`config.mk`:
```
export PLATFORM = sky130hd
export DESIGN_NAME = swcl_loader
export DESIGN_NICKNAME = d
export VERILOG_FILES = /design/src/design/swcl_pkg.sv /design/src/design/swcl_loader.sv /design/src/design/swcl_tap_decoder.sv
export SDC_FILE = /design/constraint.sdc
export NUM_CORES = 1
export LEC_CHECK = 0
export ABC_AREA = 1
export ABC_CLOCK_PERIOD_IN_PS = 5330
export BUFFER_PORTS_ARGS = -buffer_cell sky130_fd_sc_hd__clkbuf_2
export CAP_MARGIN = 20
export CORE_AREA = 2 2 421 423
export CTS_CLUSTER_DIAMETER = 30
export CTS_CLUSTER_SIZE = 8
export DETAILED_ROUTE_END_ITERATION = 8
export DIE_AREA = 0 0 423 425
export MAX_ROUTING_LAYER = met4
export PLACE_DENSITY = 0.38
export SETUP_SLACK_MARGIN = 0.5
export SLEW_MARGIN = 10
export SYNTH_ARGS = -nofsm -noshare
export SYNTH_HDL_FRONTEND = slang
export SYNTH_SLANG_ARGS = --single-unit
```
`constraint.sdc`:
```
create_clock -name clock -period 5.33 [get_ports clock]
set_input_delay 0.7995 -clock clock [delete_from_list [all_inputs] [get_ports clock]]
set_output_delay 0.7995 -clock clock [all_outputs]
set_load 0.02 [all_outputs]
```
`src/design/swcl_pkg.sv`:
```
// Package for the serial wiper code loader: widths, reset values and carrier types.
// Assumes nothing of its surroundings; every user names items as swcl_pkg::name.
package swcl_pkg;
  localparam int WORD_BITS = 10;
  localparam int CODE_BITS = 8;
  localparam int ADDR_BITS = 2;
  localparam int CHANNELS = 4;
  localparam int TAPS = 256;
  localparam int ADDR_POS = 8;
  localparam int DATA_POS = 0;
  localparam logic [7:0] MIDSCALE_CODE = 8'h80;
  localparam logic [9:0] SHIFT_RESET = 10'h000;
  localparam logic [1:0] SYNC_RESET = 2'h0;
  localparam logic [2:0] CHANNEL_COUNT_DEFAULT = 3'h4;
  // The serial clock may reach 10 MHz; the sampling clock must be at least twice that.
  localparam int SHIFT_CLOCK_MAX_KHZ = 10000;
  localparam int SHIFT_PERIOD_MIN_NS = 100;

  typedef struct packed {
    logic [1:0] address;
    logic [7:0] code;
  } swcl_word_t;

  typedef struct packed {
    logic high_open;
    logic wiper_to_low;
  } swcl_switch_t;

  typedef enum logic [1:0] {
    SWCL_IDLE = 2'b00,
    SWCL_SHIFT = 2'b01,
    SWCL_LOAD = 2'b11
  } swcl_state_t;
endpackage : swcl_pkg

```
`src/design/swcl_loader.sv`:
```
// Serial wiper code loader: 3-wire serial input, four wiper code latches, chain output.
// Assumes all serial pins are asynchronous to clock, which must run at least twice the shift clock.
//
// Notes on behaviour
// - Word is two address bits then eight data bits, most significant first.
// - Channel number is twice high address bit plus low address bit plus one.
// - Each channel updates alone; other latches stay unchanged.
// - Shift clock up to 10 MHz is accepted.
// - Latches have no defined power-up value; system reset leaves them alone.
// - Midscale reset low forces every latch to 128.
// - Shutdown opens high terminals and ties wipers to low terminals.
// - Shutdown keeps latches; release resumes retained positions.
// - Shifting and loading work in shutdown; chain output reads high.
// - Codes loaded in shutdown take effect when shutdown ends.
// - Each latch decodes to a one-of-256 tap; code 00 is nearest low end.
// - Each code step moves one tap higher; 255 is full scale.
// - With select low, each rising shift clock edge shifts in one bit.
// - On select rising, the last ten bits are decoded and loaded if they address an implemented channel.
// - Chain output gives the bit shifted in ten edges earlier.
// - Midscale reset low holds latches at midscale and clears chain latch.
`timescale 1ns/1ps
`default_nettype none
module swcl_loader (
  // System
  input wire logic clock,
  input wire logic sys_rst,
  // Variant strap: number of implemented channels, 1, 2 or 4
  input wire logic [2:0] channel_count,
  // Serial pins
  input wire logic shift_clock_pin,
  input wire logic chip_select_n,
  input wire logic serial_input_pin,
  input wire logic midscale_reset_n,
  input wire logic power_down_n,
  // Open-drain chain output: enable low pulls the pin low
  output logic chain_output_pin,
  output logic chain_output_oe_n,
  // Analog switch controls per channel
  output logic [3:0][7:0] wiper_code_latch,
  output logic [3:0][255:0] tap_select,
  output swcl_pkg::swcl_switch_t [3:0] switch_control
);
  logic [1:0] sck_sync;
  logic [1:0] cs_sync;
  logic [1:0] sdi_sync;
  logic [1:0] rs_sync;
  logic [1:0] pd_sync;
  logic sck_last;
  logic cs_last;
  logic [9:0] shift_reg;
  logic chain_latch;
  logic [3:0][7:0] code_latch;
  logic [3:0][255:0] tap_reg;
  logic [3:0] switch_high_open;
  logic [2:0] channels;
  swcl_pkg::swcl_state_t state;
  swcl_pkg::swcl_state_t next_state;

  // Synchronisers: the second stage alone feeds logic.
  // Reset values match each pin's idle level, so no false edge follows reset.
  always_ff @(posedge clock) begin
    if (sys_rst) begin
      sck_sync <= swcl_pkg::SYNC_RESET;
      cs_sync <= 2'h3;
      sdi_sync <= swcl_pkg::SYNC_RESET;
      rs_sync <= 2'h3;
      pd_sync <= 2'h3;
    end else begin
      sck_sync <= {sck_sync[0], shift_clock_pin};
      cs_sync <= {cs_sync[0], chip_select_n};
      sdi_sync <= {sdi_sync[0], serial_input_pin};
      rs_sync <= {rs_sync[0], midscale_reset_n};
      pd_sync <= {pd_sync[0], power_down_n};
    end
  end

  wire sck_s = sck_sync[1];
  wire cs_s = cs_sync[1];
  wire sdi_s = sdi_sync[1];
  wire rs_s = rs_sync[1];
  wire pd_s = pd_sync[1];

  always_ff @(posedge clock) begin
    if (sys_rst) begin
      sck_last <= 1'b0;
      cs_last <= 1'b1;
    end else begin
      sck_last <= sck_s;
      cs_last <= cs_s;
    end
  end

  // Strap is sampled only between frames with select high, so a change never splits a word.
  // A strap that moves mid-frame takes effect at the next idle period.
  always_ff @(posedge clock) begin
    if (sys_rst) begin
      channels <= swcl_pkg::CHANNEL_COUNT_DEFAULT;
    end else if (state == swcl_pkg::SWCL_IDLE && cs_s) begin
      channels <= channel_count;
    end
  end

  // Edges are found on the synchronised copies, so each one is seen a few clocks late.
  wire sck_rise = sck_s & ~sck_last;
  wire shift_now = sck_rise & ~cs_s;
  wire cs_rise = cs_s & ~cs_last;
  wire in_reset = ~rs_s;
  wire in_shutdown = ~pd_s;

  // One-hot latch enables from the two address bits.
  function automatic logic [3:0] latch_enables(input logic [1:0] address);
    latch_enables = 4'h1 << address;
  endfunction : latch_enables

  // Shift register is a word in order: address bits first, then code bits.
  swcl_pkg::swcl_word_t word;
  assign word = shift_reg;
  wire [2:0] channel_number = {1'b0, word.address} + 3'h1;
  wire address_ok = channel_number <= channels;
  wire load_now = (state == swcl_pkg::SWCL_LOAD) && address_ok;
  // A missing channel fails address_ok, so no latch is written at all.
  wire [3:0] load_select = latch_enables(word.address);

  // A frame walks idle, shift, then one load cycle once select has risen.
  always_comb begin
    next_state = state;
    case (state)
      swcl_pkg::SWCL_IDLE: if (!cs_s) next_state = swcl_pkg::SWCL_SHIFT;
      swcl_pkg::SWCL_SHIFT: if (cs_rise) next_state = swcl_pkg::SWCL_LOAD;
      swcl_pkg::SWCL_LOAD: next_state = swcl_pkg::SWCL_IDLE;
      default: next_state = swcl_pkg::SWCL_IDLE;
    endcase
  end

  always_ff @(posedge clock) begin
    if (sys_rst || in_reset) begin
      state <= swcl_pkg::SWCL_IDLE;
    end else begin
      state <= next_state;
    end
  end

  // Shifting goes on in shutdown; the shift register is untouched by reset pins.
  always_ff @(posedge clock) begin
    if (sys_rst) begin
      shift_reg <= swcl_pkg::SHIFT_RESET;
    end else if (shift_now) begin
      shift_reg <= {shift_reg[8:0], sdi_s};
    end
  end

  // The bit leaving the top is the one entered ten edges ago.
  always_ff @(posedge clock) begin
    if (sys_rst || in_reset) begin
      chain_latch <= 1'b0;
    end else if (shift_now) begin
      chain_latch <= shift_reg[9];
    end
  end

  // Latches are deliberately outside sys_rst so power-up contents stay arbitrary.
  // One process writes all four latches, so the packed array has a single driver.
  always_ff @(posedge clock) begin
    for (int i = 0; i < 4; i++) begin
      if (in_reset) begin
        code_latch[i] <= swcl_pkg::MIDSCALE_CODE;
      end else if (load_now && load_select[i]) begin
        code_latch[i] <= word.code;
      end
    end
  end

  // Each channel has its own decoder so all four taps move in the same cycle.
  wire logic [3:0][255:0] tap_next;
  genvar ch;
  generate
    for (ch = 0; ch < 4; ch = ch + 1) begin : g_ch
      swcl_tap_decoder u_dec (
        .code(code_latch[ch]),
        .tap_select(tap_next[ch])
      );
    end
  endgenerate

  // Registering the decode keeps the tap outputs free of glitches while a latch changes.
  always_ff @(posedge clock) begin
    tap_reg <= tap_next;
  end

  // Shutdown steers switches and releases the chain pin; codes stay, so release restores positions.
  always_ff @(posedge clock) begin
    if (sys_rst) begin
      switch_high_open <= 4'hF;
    end else begin
      switch_high_open <= {4{in_shutdown}};
    end
  end

  always_ff @(posedge clock) begin
    if (sys_rst) begin
      chain_output_pin <= 1'b1;
      chain_output_oe_n <= 1'b1;
    end else begin
      // The pin only ever pulls low; a pull-up outside gives the high level.
      chain_output_pin <= 1'b0;
      // Pin released in shutdown to stop pull-up dissipation, and while select is high.
      chain_output_oe_n <= in_shutdown | cs_s | chain_latch;
    end
  end

  assign wiper_code_latch = code_latch;
  assign tap_select = tap_reg;
  // Both switch controls of a channel move together, so there is no half-off state.
  always_comb begin
    for (int i = 0; i < 4; i++) begin
      switch_control[i].high_open = switch_high_open[i];
      switch_control[i].wiper_to_low = switch_high_open[i];
    end
  end
endmodule : swcl_loader
`default_nettype wire

```
`src/design/swcl_tap_decoder.sv`:
```
// Tap decoder: turns one 8-bit wiper code into a one-of-256 tap select.
// Assumes a code from a latch on the same clock; output is combinational.
`timescale 1ns/1ps
`default_nettype none
module swcl_tap_decoder (
  // Code in
  input wire logic [7:0] code,
  // Tap select out, bit 0 nearest the low end terminal
  output logic [255:0] tap_select
);
  // Each step of the code moves the selected tap one place toward the high end.
  assign tap_select = 256'h1 << code;
endmodule : swcl_tap_decoder
`default_nettype wire

```
# Word level (Yosys, flattened, before mapping)
# Cells that the tools add are included.
# op_classes
addsub	1
magnitude_cmp	1
n_eq_ne	4
shifts	5
mux	4
bitwise_logic	10
n_reduce_logical	9
# ops
operator	n
1-bit by 8-bit left shift with 256-bit output (first input constant)	4
1-bit logical AND	6
1-bit NOT	5
2-bit 2-to-1 mux	2
2-bit != test (second input constant)	2
2-bit case mux with 2 select lines	1
1-bit by 2-bit left shift with 4-bit output (first input constant)	1
2-bit by 1-bit adder with 3-bit output (second input constant)	1
1-bit AND	3
3-bit less-or-equal comparator	1
2-bit by 1-bit == test with 1-bit output (second input constant)	1
2-bit == test (second input constant)	1
2-bit zero test	1
1-bit bitwise OR	2
2-bit AND reduction	1
1-bit logical OR	1
1-bit 2-to-1 mux	1
# word_totals
ff_bits	1087
input_bits	10

# Depth between registers and ports, before layout
# Gate-level depths: netlist (run 1).
# logic_depth
depth_word	4
depth_mapped	10

# By module
# Synthesis (run 1) repeated with hierarchy kept, for this count alone.
# hier_totals
hier_cells	3337
hier_area_um2	32721.4
# by_module_without_submodules
mod	instances	cells_per_inst	area_per_inst_um2	seq_area_each_um2
swcl_loader	1	1385	23202.3	21760.9
swcl_tap_decoder	4	488	2379.8	0.0

# Worst setup path before layout (run 1)
# No wires, ideal clock.
# synth_path
path_type	flip-flop to flip-flop
start	reg shift_reg[8]
end	reg code_latch, in the netlist wiper_code_latch[1]
t_arrival_ps	1686
required_ps	5220
path_slack_ps	3534
path_stages_with_launch	11
period_less_slack_ps	1796
path_cell_list	dfxtp_1 inv_1 ha_1 ha_1 nand3_1 nand2_1 nand2_1 buf_2 nand4_1 nand2_1 nor2_1
# synth_between
elab_chain_len	4
# synth_lines
element	line_no	text
start, declared	swcl_loader.sv:50	logic [9:0] shift_reg;
start signal, assigned	swcl_loader.sv:146	shift_reg <= swcl_pkg::SHIFT_RESET;
start signal, assigned	swcl_loader.sv:148	shift_reg <= {shift_reg[8:0], sdi_s};
2-bit by 1-bit adder with 3-bit output	swcl_loader.sv:118	wire [2:0] channel_number = {1'b0, word.address} + 3'h1;
3-bit less-or-equal comparator	swcl_loader.sv:119	wire address_ok = channel_number <= channels;
1-bit logical AND	swcl_loader.sv:120	wire load_now = (state == swcl_pkg::SWCL_LOAD) && address_ok;
1-bit logical AND (*)	swcl_loader.sv:167	end else if (load_now && load_select[i]) begin
end signal, assigned by index	swcl_loader.sv:166	code_latch[i] <= swcl_pkg::MIDSCALE_CODE;
end signal, assigned by index	swcl_loader.sv:168	code_latch[i] <= word.code;
end, declared	swcl_loader.sv:52	logic [3:0][7:0] code_latch;
# Mark *: on every way between the ends. The rest lies on a longest branch, timed or not.
# A chain may end at the register's enable or synchronous reset.

# Worst setup path in the final report (run 1)
# layout_path
start	reg code_latch, in the netlist wiper_code_latch[22]
end	out wiper_code_latch[22] in the netlist's numbering
# layout_lines
element	line_no	text
end, declared	swcl_loader.sv:39	output logic [3:0][7:0] wiper_code_latch,
# No word-level cell between the ends.

==> results of run 1 <==
==> report_power, final <==
group	switching, mW	internal, mW
combinational	0.0685	0.0202
clock	5.15	12.4
sequential	0.00788	8.17
total	5.23	20.6
==> layout by cell type (no fill, tap or decap), drive strengths merged <==
cell / n
nor4: 5
dfxtp: 1087
nor2: 1071
nor3: 68
or2: 6
a21oi: 12
nand4: 417
clkbuf: 1473
inv: 89
nand3: 159
o21ai: 12
o211ai: 1
clkinv: 70
bufinv: 28
buf: 51
a211oi: 1
diode: 4
nand2: 71
ha: 7
clkinvlp: 17
==> path summary, 6_finish.rpt <==
path / slack, ps / end / cells after the start
worst min-delay path: 140 / pd_sync[0] / 2
worst max-delay path: 2170 / wiper_code_latch[22] / 2
worst max register to register: 2790 / tap_select[843] / 5
worst min register to register: 350 / cs_sync[1] / 1
==> synth_stat cells (all sizes together) <==
cell type,number
nand4,417
nand3,159
nor3,68
inv,78
a211oi,1
a21oi,12
clkbuf,195
o21ai,12
nor2,1071
clkinv,5
dfxtp,1087
o211ai,1
nor4,5
ha,7
nand2,71
or2,6
buf,106
==> cell families after synthesis <==
| group | after synthesis | synth area share |
|---|---|---|
| AO/OA/AOI/OAI | 26 | 0.004244 |
| adder cells (fa/ha/maj) | 7 | 0.002750 |
| buffers and inverters | 384 | 0.04786 |
| flip-flops | 1087 | 0.6834 |
| AND/OR/NAND/NOR | 1797 | 0.2618 |
==> area by class of cell <==
class / count / area share
multi-input combinational: 1830 / 0.1735
clock inverter: 121 / 0.02902
inverter: 83 / 0.006570
timing repair buffer: 1126 / 0.1169
clock buffer: 398 / 0.1726
antenna: 4 / 0.0002029
sequential: 1087 / 0.4418
tap: 2340 / 0.05936
==> stage by stage <==
step / cells / total power [mW] / utilization / cell area (µm²)
after floorplan: 3301 / 8.377 / - / 31840
after global placement: 6465 / 8.413 / 0.2245 / 39360
after detailed placement: 6466 / 8.413 / 0.2245 / 39370
after CTS: 6985 / 26.16 / 0.2812 / 49310
after global routing: 6989 / 26.64 / 0.2813 / 49320
final: 6989 / 25.81 / 0.2813 / 49320
==> worst register-to-register path: stages, from the launching register on <==
cell	delay (ps)
dfxtp_2	300
buf_4	330
inv_2	650
buf_4	570
nand4_1	370
nor3_1	230
==> per-layer routing <==
layer	vias to the layer above	track usage
met3	358	0.05934
li1	13230	-
met4	0	0.07782
met1	14120	0.1890
met5	-	-
met2	1188	0.2864
==> impl_metrics.toml, run 1 <==
[outcome]
outcome = "finished clean"

[worst_setup_path]
path_delay_family = "buffers and inverters"
cp_data_required_time_ps = 4530
worst-path-buf-inv = 2
critPathArrivalTime_ps = 2360
setup.worst_path.start_class = "flop"
critPathMaxStageDelay_ps = 610
worstPathCellList = "buf_4, clkbuf_2"
r2r_start = "wiper_code_latch[29]"
cp_max_fo = 52
cp-startpoint = "wiper_code_latch[22]"
end_kind = "output port"
critPathSlowestCell = "buf_4"
critPathKind = "reg -> out"

[power_and_ir_drop]
power_density_nw_per_um2 = 523.3
vdd_ir_drop_max_v = 0.0002830
p_leak_nw = 22.16

[cts]
cts_hold_buf = 0
post_cts_resized = 0
clk_pin_slew_ps = 30
cts_root_buffer = "clkbuf_16"
clk_latency_ps = 910
cts_tree = "done"
cts_made_buffers = 301
cts_buffer_depth = 4
postCtsSetupBuffers = 0
htreeDepth = 5
clock-sinks = 1087

[synthesis]
synth.distinct_cells = 24
ys_warn_count = 0
synth_area_leaders = "dfxtp_1, nor2_1, nand4_1"
seq_area_frac_synth = 0.6834
avgSynthCellArea_um2 = 9.646
yosys.area.top_type_share = 0.6834
synth_largest_area_cell = "dfxtp_1"
synth-seq-cells = 1087
netlist_instances = 3301
synth_area_um2 = 31840
synth_nets = 3318

[finish]
drive_gt1_frac = 0.3668
fillCellCount = 18810
synthToLayoutAreaGrowth_pct = 54.90
register_area_um2 = 21790
multi_input_comb_area_um2 = 8558
largest_reg_flops = 1024
layout.nets = 4446

[route]
drc_errors = 0
dr_wl_met3_mm = 12.01
drtIter0Drc = 1645
route.layer.met1.wl_mm = 61.09
ant_nets = 0
first_pass_iters = 7
totalWireLength_mm = 158.9
dr_wl_met2_mm = 79.32
wl_per_cell_um = 22.73
top_layer = "met4"
vias = 28900
drt-vias-per-instance = 4.135

[placed_design]
dpl.hpwl_mm = 108.6
place_ws_ps = 2844
port-buffer-count = 1075
routabilityCongestion = 0.7980

[sta]
worst_pin_slew_ps = 1111
hold_viol = 0
finalClockSkew_ps = 65.69
fmax_ghz = 0.3163
whs_ps = 139.0
slew_headroom = 0.2593
fin_ws_ps = 2168
finalSetupViolCount = 0
min_period_ps = 3162
tns_ps = 0
min_period_over_period = 0.5932
rsz0062_at_grt = "false"
slew_viol_final = 0

[global_routing]
grt_max_degree = 89
gr-total-overflow = 0
grt_pass1_wl_mm = 217.8
grt_antenna_before_repair = 7
grt_use_total = 0.1737
grt_pass1_vias = 28630

[die]
initial_utilization = 0.1816
ios = 1076
fp.dieW_um = 423
coreArea_um2 = 175300
die_h_um = 425
die_area_um2 = 179800
rows = 154

[min_path]
worstHoldStart = "power_down_n"
holdCritPathClass = "in -> reg"

[run]
maxCapViolations = 0
(Power assumes the default switching activity.)
==> run 2: changes to the inputs <==
--- a/config.mk
+++ b/config.mk
@@ -5,17 +5,17 @@
 export SDC_FILE = /design/constraint.sdc
 export NUM_CORES = 1
 export LEC_CHECK = 0
-export ABC_AREA = 1
-export ABC_CLOCK_PERIOD_IN_PS = 5330
+export ABC_AREA = 0
+export ABC_CLOCK_PERIOD_IN_PS = 3230
 export BUFFER_PORTS_ARGS = -buffer_cell sky130_fd_sc_hd__clkbuf_2
 export CAP_MARGIN = 20
-export CORE_AREA = 2 2 421 423
+export CORE_AREA = 2 2 416 418
 export CTS_CLUSTER_DIAMETER = 30
 export CTS_CLUSTER_SIZE = 8
 export DETAILED_ROUTE_END_ITERATION = 8
-export DIE_AREA = 0 0 423 425
+export DIE_AREA = 0 0 418 420
 export MAX_ROUTING_LAYER = met4
-export PLACE_DENSITY = 0.38
+export PLACE_DENSITY = 0.37
 export SETUP_SLACK_MARGIN = 0.5
 export SLEW_MARGIN = 10
 export SYNTH_ARGS = -nofsm -noshare
==> constraint.sdc (replaced) <==
create_clock -name clock -period 3.23 [get_ports clock]
set_input_delay 0.4845 -clock clock [delete_from_list [all_inputs] [get_ports clock]]
set_output_delay 0.4845 -clock clock [all_outputs]
set_load 0.02 [all_outputs]
==> run 2 against run 1 <==
  * Wire length fell by 17%
  * Clock-buffer cell count fell by 6
  * First-iteration DRC count down 38%
  * Via count shrank 22%
  * Utilization shrank 1.6 points
  * Sequential power rose by 65%
  * Flip-flop and latch count did not move
  * Worst hold slack improved by 4.3 ps
  * Area after synthesis decreased by 11%
  * Global-route usage decreased by 2.5 points
  * Largest cell class unchanged
  * Largest power group unchanged
  * Highest routed layer unchanged
==> impl_metrics.toml, run 2 <==
[route]
drt-vias-per-instance = 3.580
vias = 22650
totalWireLength_mm = 132.2
wl_per_cell_um = 20.90
drc_errors = 0
first_pass_iters = 5
ant_nets = 0
drtIter0Drc = 1022

[die]
fp.dieW_um = 418
die_area_um2 = 175600
rows = 152
initial_utilization = 0.1652
die_h_um = 420
ios = 1076
coreArea_um2 = 171000

[worst_setup_path]
worstRegToRegCells = 7
critPathSlowestCell = "o2111ai_2"
critPathKind = "reg -> reg"
setup.worst_path.start_class = "flop"
critPathArrivalTime_ps = 3210
end_kind = "flop"
rr_endpoint = "wiper_code_latch[31]"
r2r_start = "shift_reg[8]"
critPathMaxStageDelay_ps = 640
r2r_slack_ps = 790
path_delay_family = "compound AO/OA/AOI/OAI gates"
cp-startpoint = "shift_reg[8]"
worstPathCellList = "inv_1, ha_1, ha_1, nand3_1, o21ai_1, o2111ai_2, mux2i_1"
cp_common_cell = "ha_1"
cp_max_fo = 8
worst-path-buf-inv = 1
crit_cells = 7
cp_data_required_time_ps = 4000
crit_path_end = "wiper_code_latch[31]"

[placed_design]
port-buffer-count = 1075
routabilityCongestion = 0.7761
dpl.hpwl_mm = 95.33

[power_and_ir_drop]
power_density_nw_per_um2 = 889.5
p_leak_nw = 19.95
vdd_ir_drop_max_v = 0.0005365

[run]
maxCapViolations = 0

[sta]
fmax_ghz = 0.4103
hold_viol = 0
slew_headroom = 0.2972
worst_pin_slew_ps = 1052
rsz0062_at_grt = "false"
tns_ps = 0
finalClockSkew_ps = 59.04
slew_viol_final = 0
finalSetupViolCount = 0
min_period_over_period = 0.7545
min_period_ps = 2437

[synthesis]
synth.distinct_cells = 28
synthMuxAreaShare = 0.01170
synth_compound_area_frac = 0.005449
synthXorXnorAreaFrac = 0
synth_nets = 2637
yosysMostFrequentCell = "dfxtp_1"
synth_largest_area_cell = "dfxtp_1"
synth-main-ff-cell = "dfxtp_1"
synth-seq-cells = 1087
synth_area_um2 = 28240
synth-edff-count = 0
synth_area_leaders = "dfxtp_1, nor2_1, nand2_1"
yosys.area.top_type_share = 0.7705
netlist_instances = 2620
synthArstFlopShare = 0
synth_top_family_by_area = "simple AND/OR/NAND/NOR gates"
seq_area_frac_synth = 0.7705
ys_warn_count = 0
netlist_top_cells_count = "dfxtp_1, nor2_1, nand2_1, buf_2, clkbuf_1"
avgSynthCellArea_um2 = 10.78
yosys.area_share.adder = 0.003101
synthSimpleGateAreaFrac = 0.1862

[cts]
cts_buffer_depth = 4
clk_latency_ps = 900
clk_pin_slew_ps = 40
cts_made_buffers = 286
post_cts_resized = 0
clock-sinks = 1087
htreeDepth = 5
cts_tree = "done"
cts_root_buffer = "clkbuf_16"

[finish]
register_area_um2 = 21760
final_common_cell = "dfxtp_1"
layout.nets = 3911
synthToLayoutAreaGrowth_pct = 60.52
fin_util = 0.2651
fillCellCount = 18240
drive_gt1_frac = 0.3824
layout_common_cells = "dfxtp_1, clkbuf_2, nor2_1, clkbuf_16, nand2_1"
largest_reg_flops = 1024
multi_input_comb_area_um2 = 5829

[global_routing]
grt_use_total = 0.1488
grt_max_degree = 29
grt_pass1_wl_mm = 176.4
grt_antenna_before_repair = 7
grt_pass1_vias = 22320
gr-total-overflow = 0

[min_path]
holdCritPathClass = "in -> reg"

[outcome]
outcome = "finished clean"
run 2: changes by cell type in the layout (fill, tap and decap cells not counted), sizes merged, moves of 27 or more:
cell   delta
mux2i    +33
nand4   -412
nand2   +109
nor3     -66
nand3   -125
inv      -80
nor2     -27
run 2: cell type report:
type	instances	share of cell area
flip-flops and latches	1087	0.4800
diodes	4	0.0002208
well taps	2233	0.06163
repair buffers	1123	0.1271
clock buffers	392	0.1809
inverters	5	0.0004140
multi-input cells	1391	0.1286
clock inverters	92	0.02109
run 2: metal layers:
metal,wire [µm],track usage
met3,8596,0.04810
met4,5600,0.07294
met1,48700,0.1514
met5,0,-
met2,69350,0.2572
run 2: timing repair:
action	CTS	global route
hold buffers	8	0
buffers inserted	0	0
endpoints found under the hold margin	8	0
run 2: kinds of logic (layout without fill, tap and decap cells):
group                    after synthesis  after routing
AND/OR/NAND/NOR                     1332           1332
flip-flops                          1087           1087
buffers and inverters                142           1612
multiplexers                          33             33
AO/OA/AOI/OAI                         19             19
adder cells (fa/ha/maj)                7              7
other                                  0              4
run 2: worst min-delay path by stage:
stage / startpoint / end / cells past startpoint / slack, ps
6_report: sys_rst / chain_output_pin / 1 / 140
5_1_grt: sys_rst / chain_output_pin / 1 / 160
2_1_floorplan: pd_sync[1] / switch_high_open[0] / 1 / 370
3_3_place_gp: pd_sync[1] / switch_high_open[0] / 1 / 390
4_1_cts: sys_rst / chain_output_pin / 1 / 110
3_5_place_dp: pd_sync[1] / switch_high_open[0] / 1 / 390
run 2: stage by stage:
step / setup WS, ps / area (µm²) / power (mW) / std cells / hold WS, ps
floorplan: 1190 / 28240 / 13.77 / 2620 / 368.6
global placement: 770.2 / 36080 / 13.79 / 5831 / 388.0
CTS: 703.9 / 45320 / 40.85 / 6323 / 111.4
finish: 792.9 / 45330 / 40.33 / 6327 / 143.3
global route: 612.9 / 45330 / 41.63 / 6324 / 155.4
detailed placement: 780.1 / 36080 / 13.79 / 5831 / 394.3
run 2: report_power, final:
part / internal, mW / switching, mW
combinational: 0.0288 / 0.0489
clock: 18.8 / 7.99
sequential: 13.5 / 0.00966
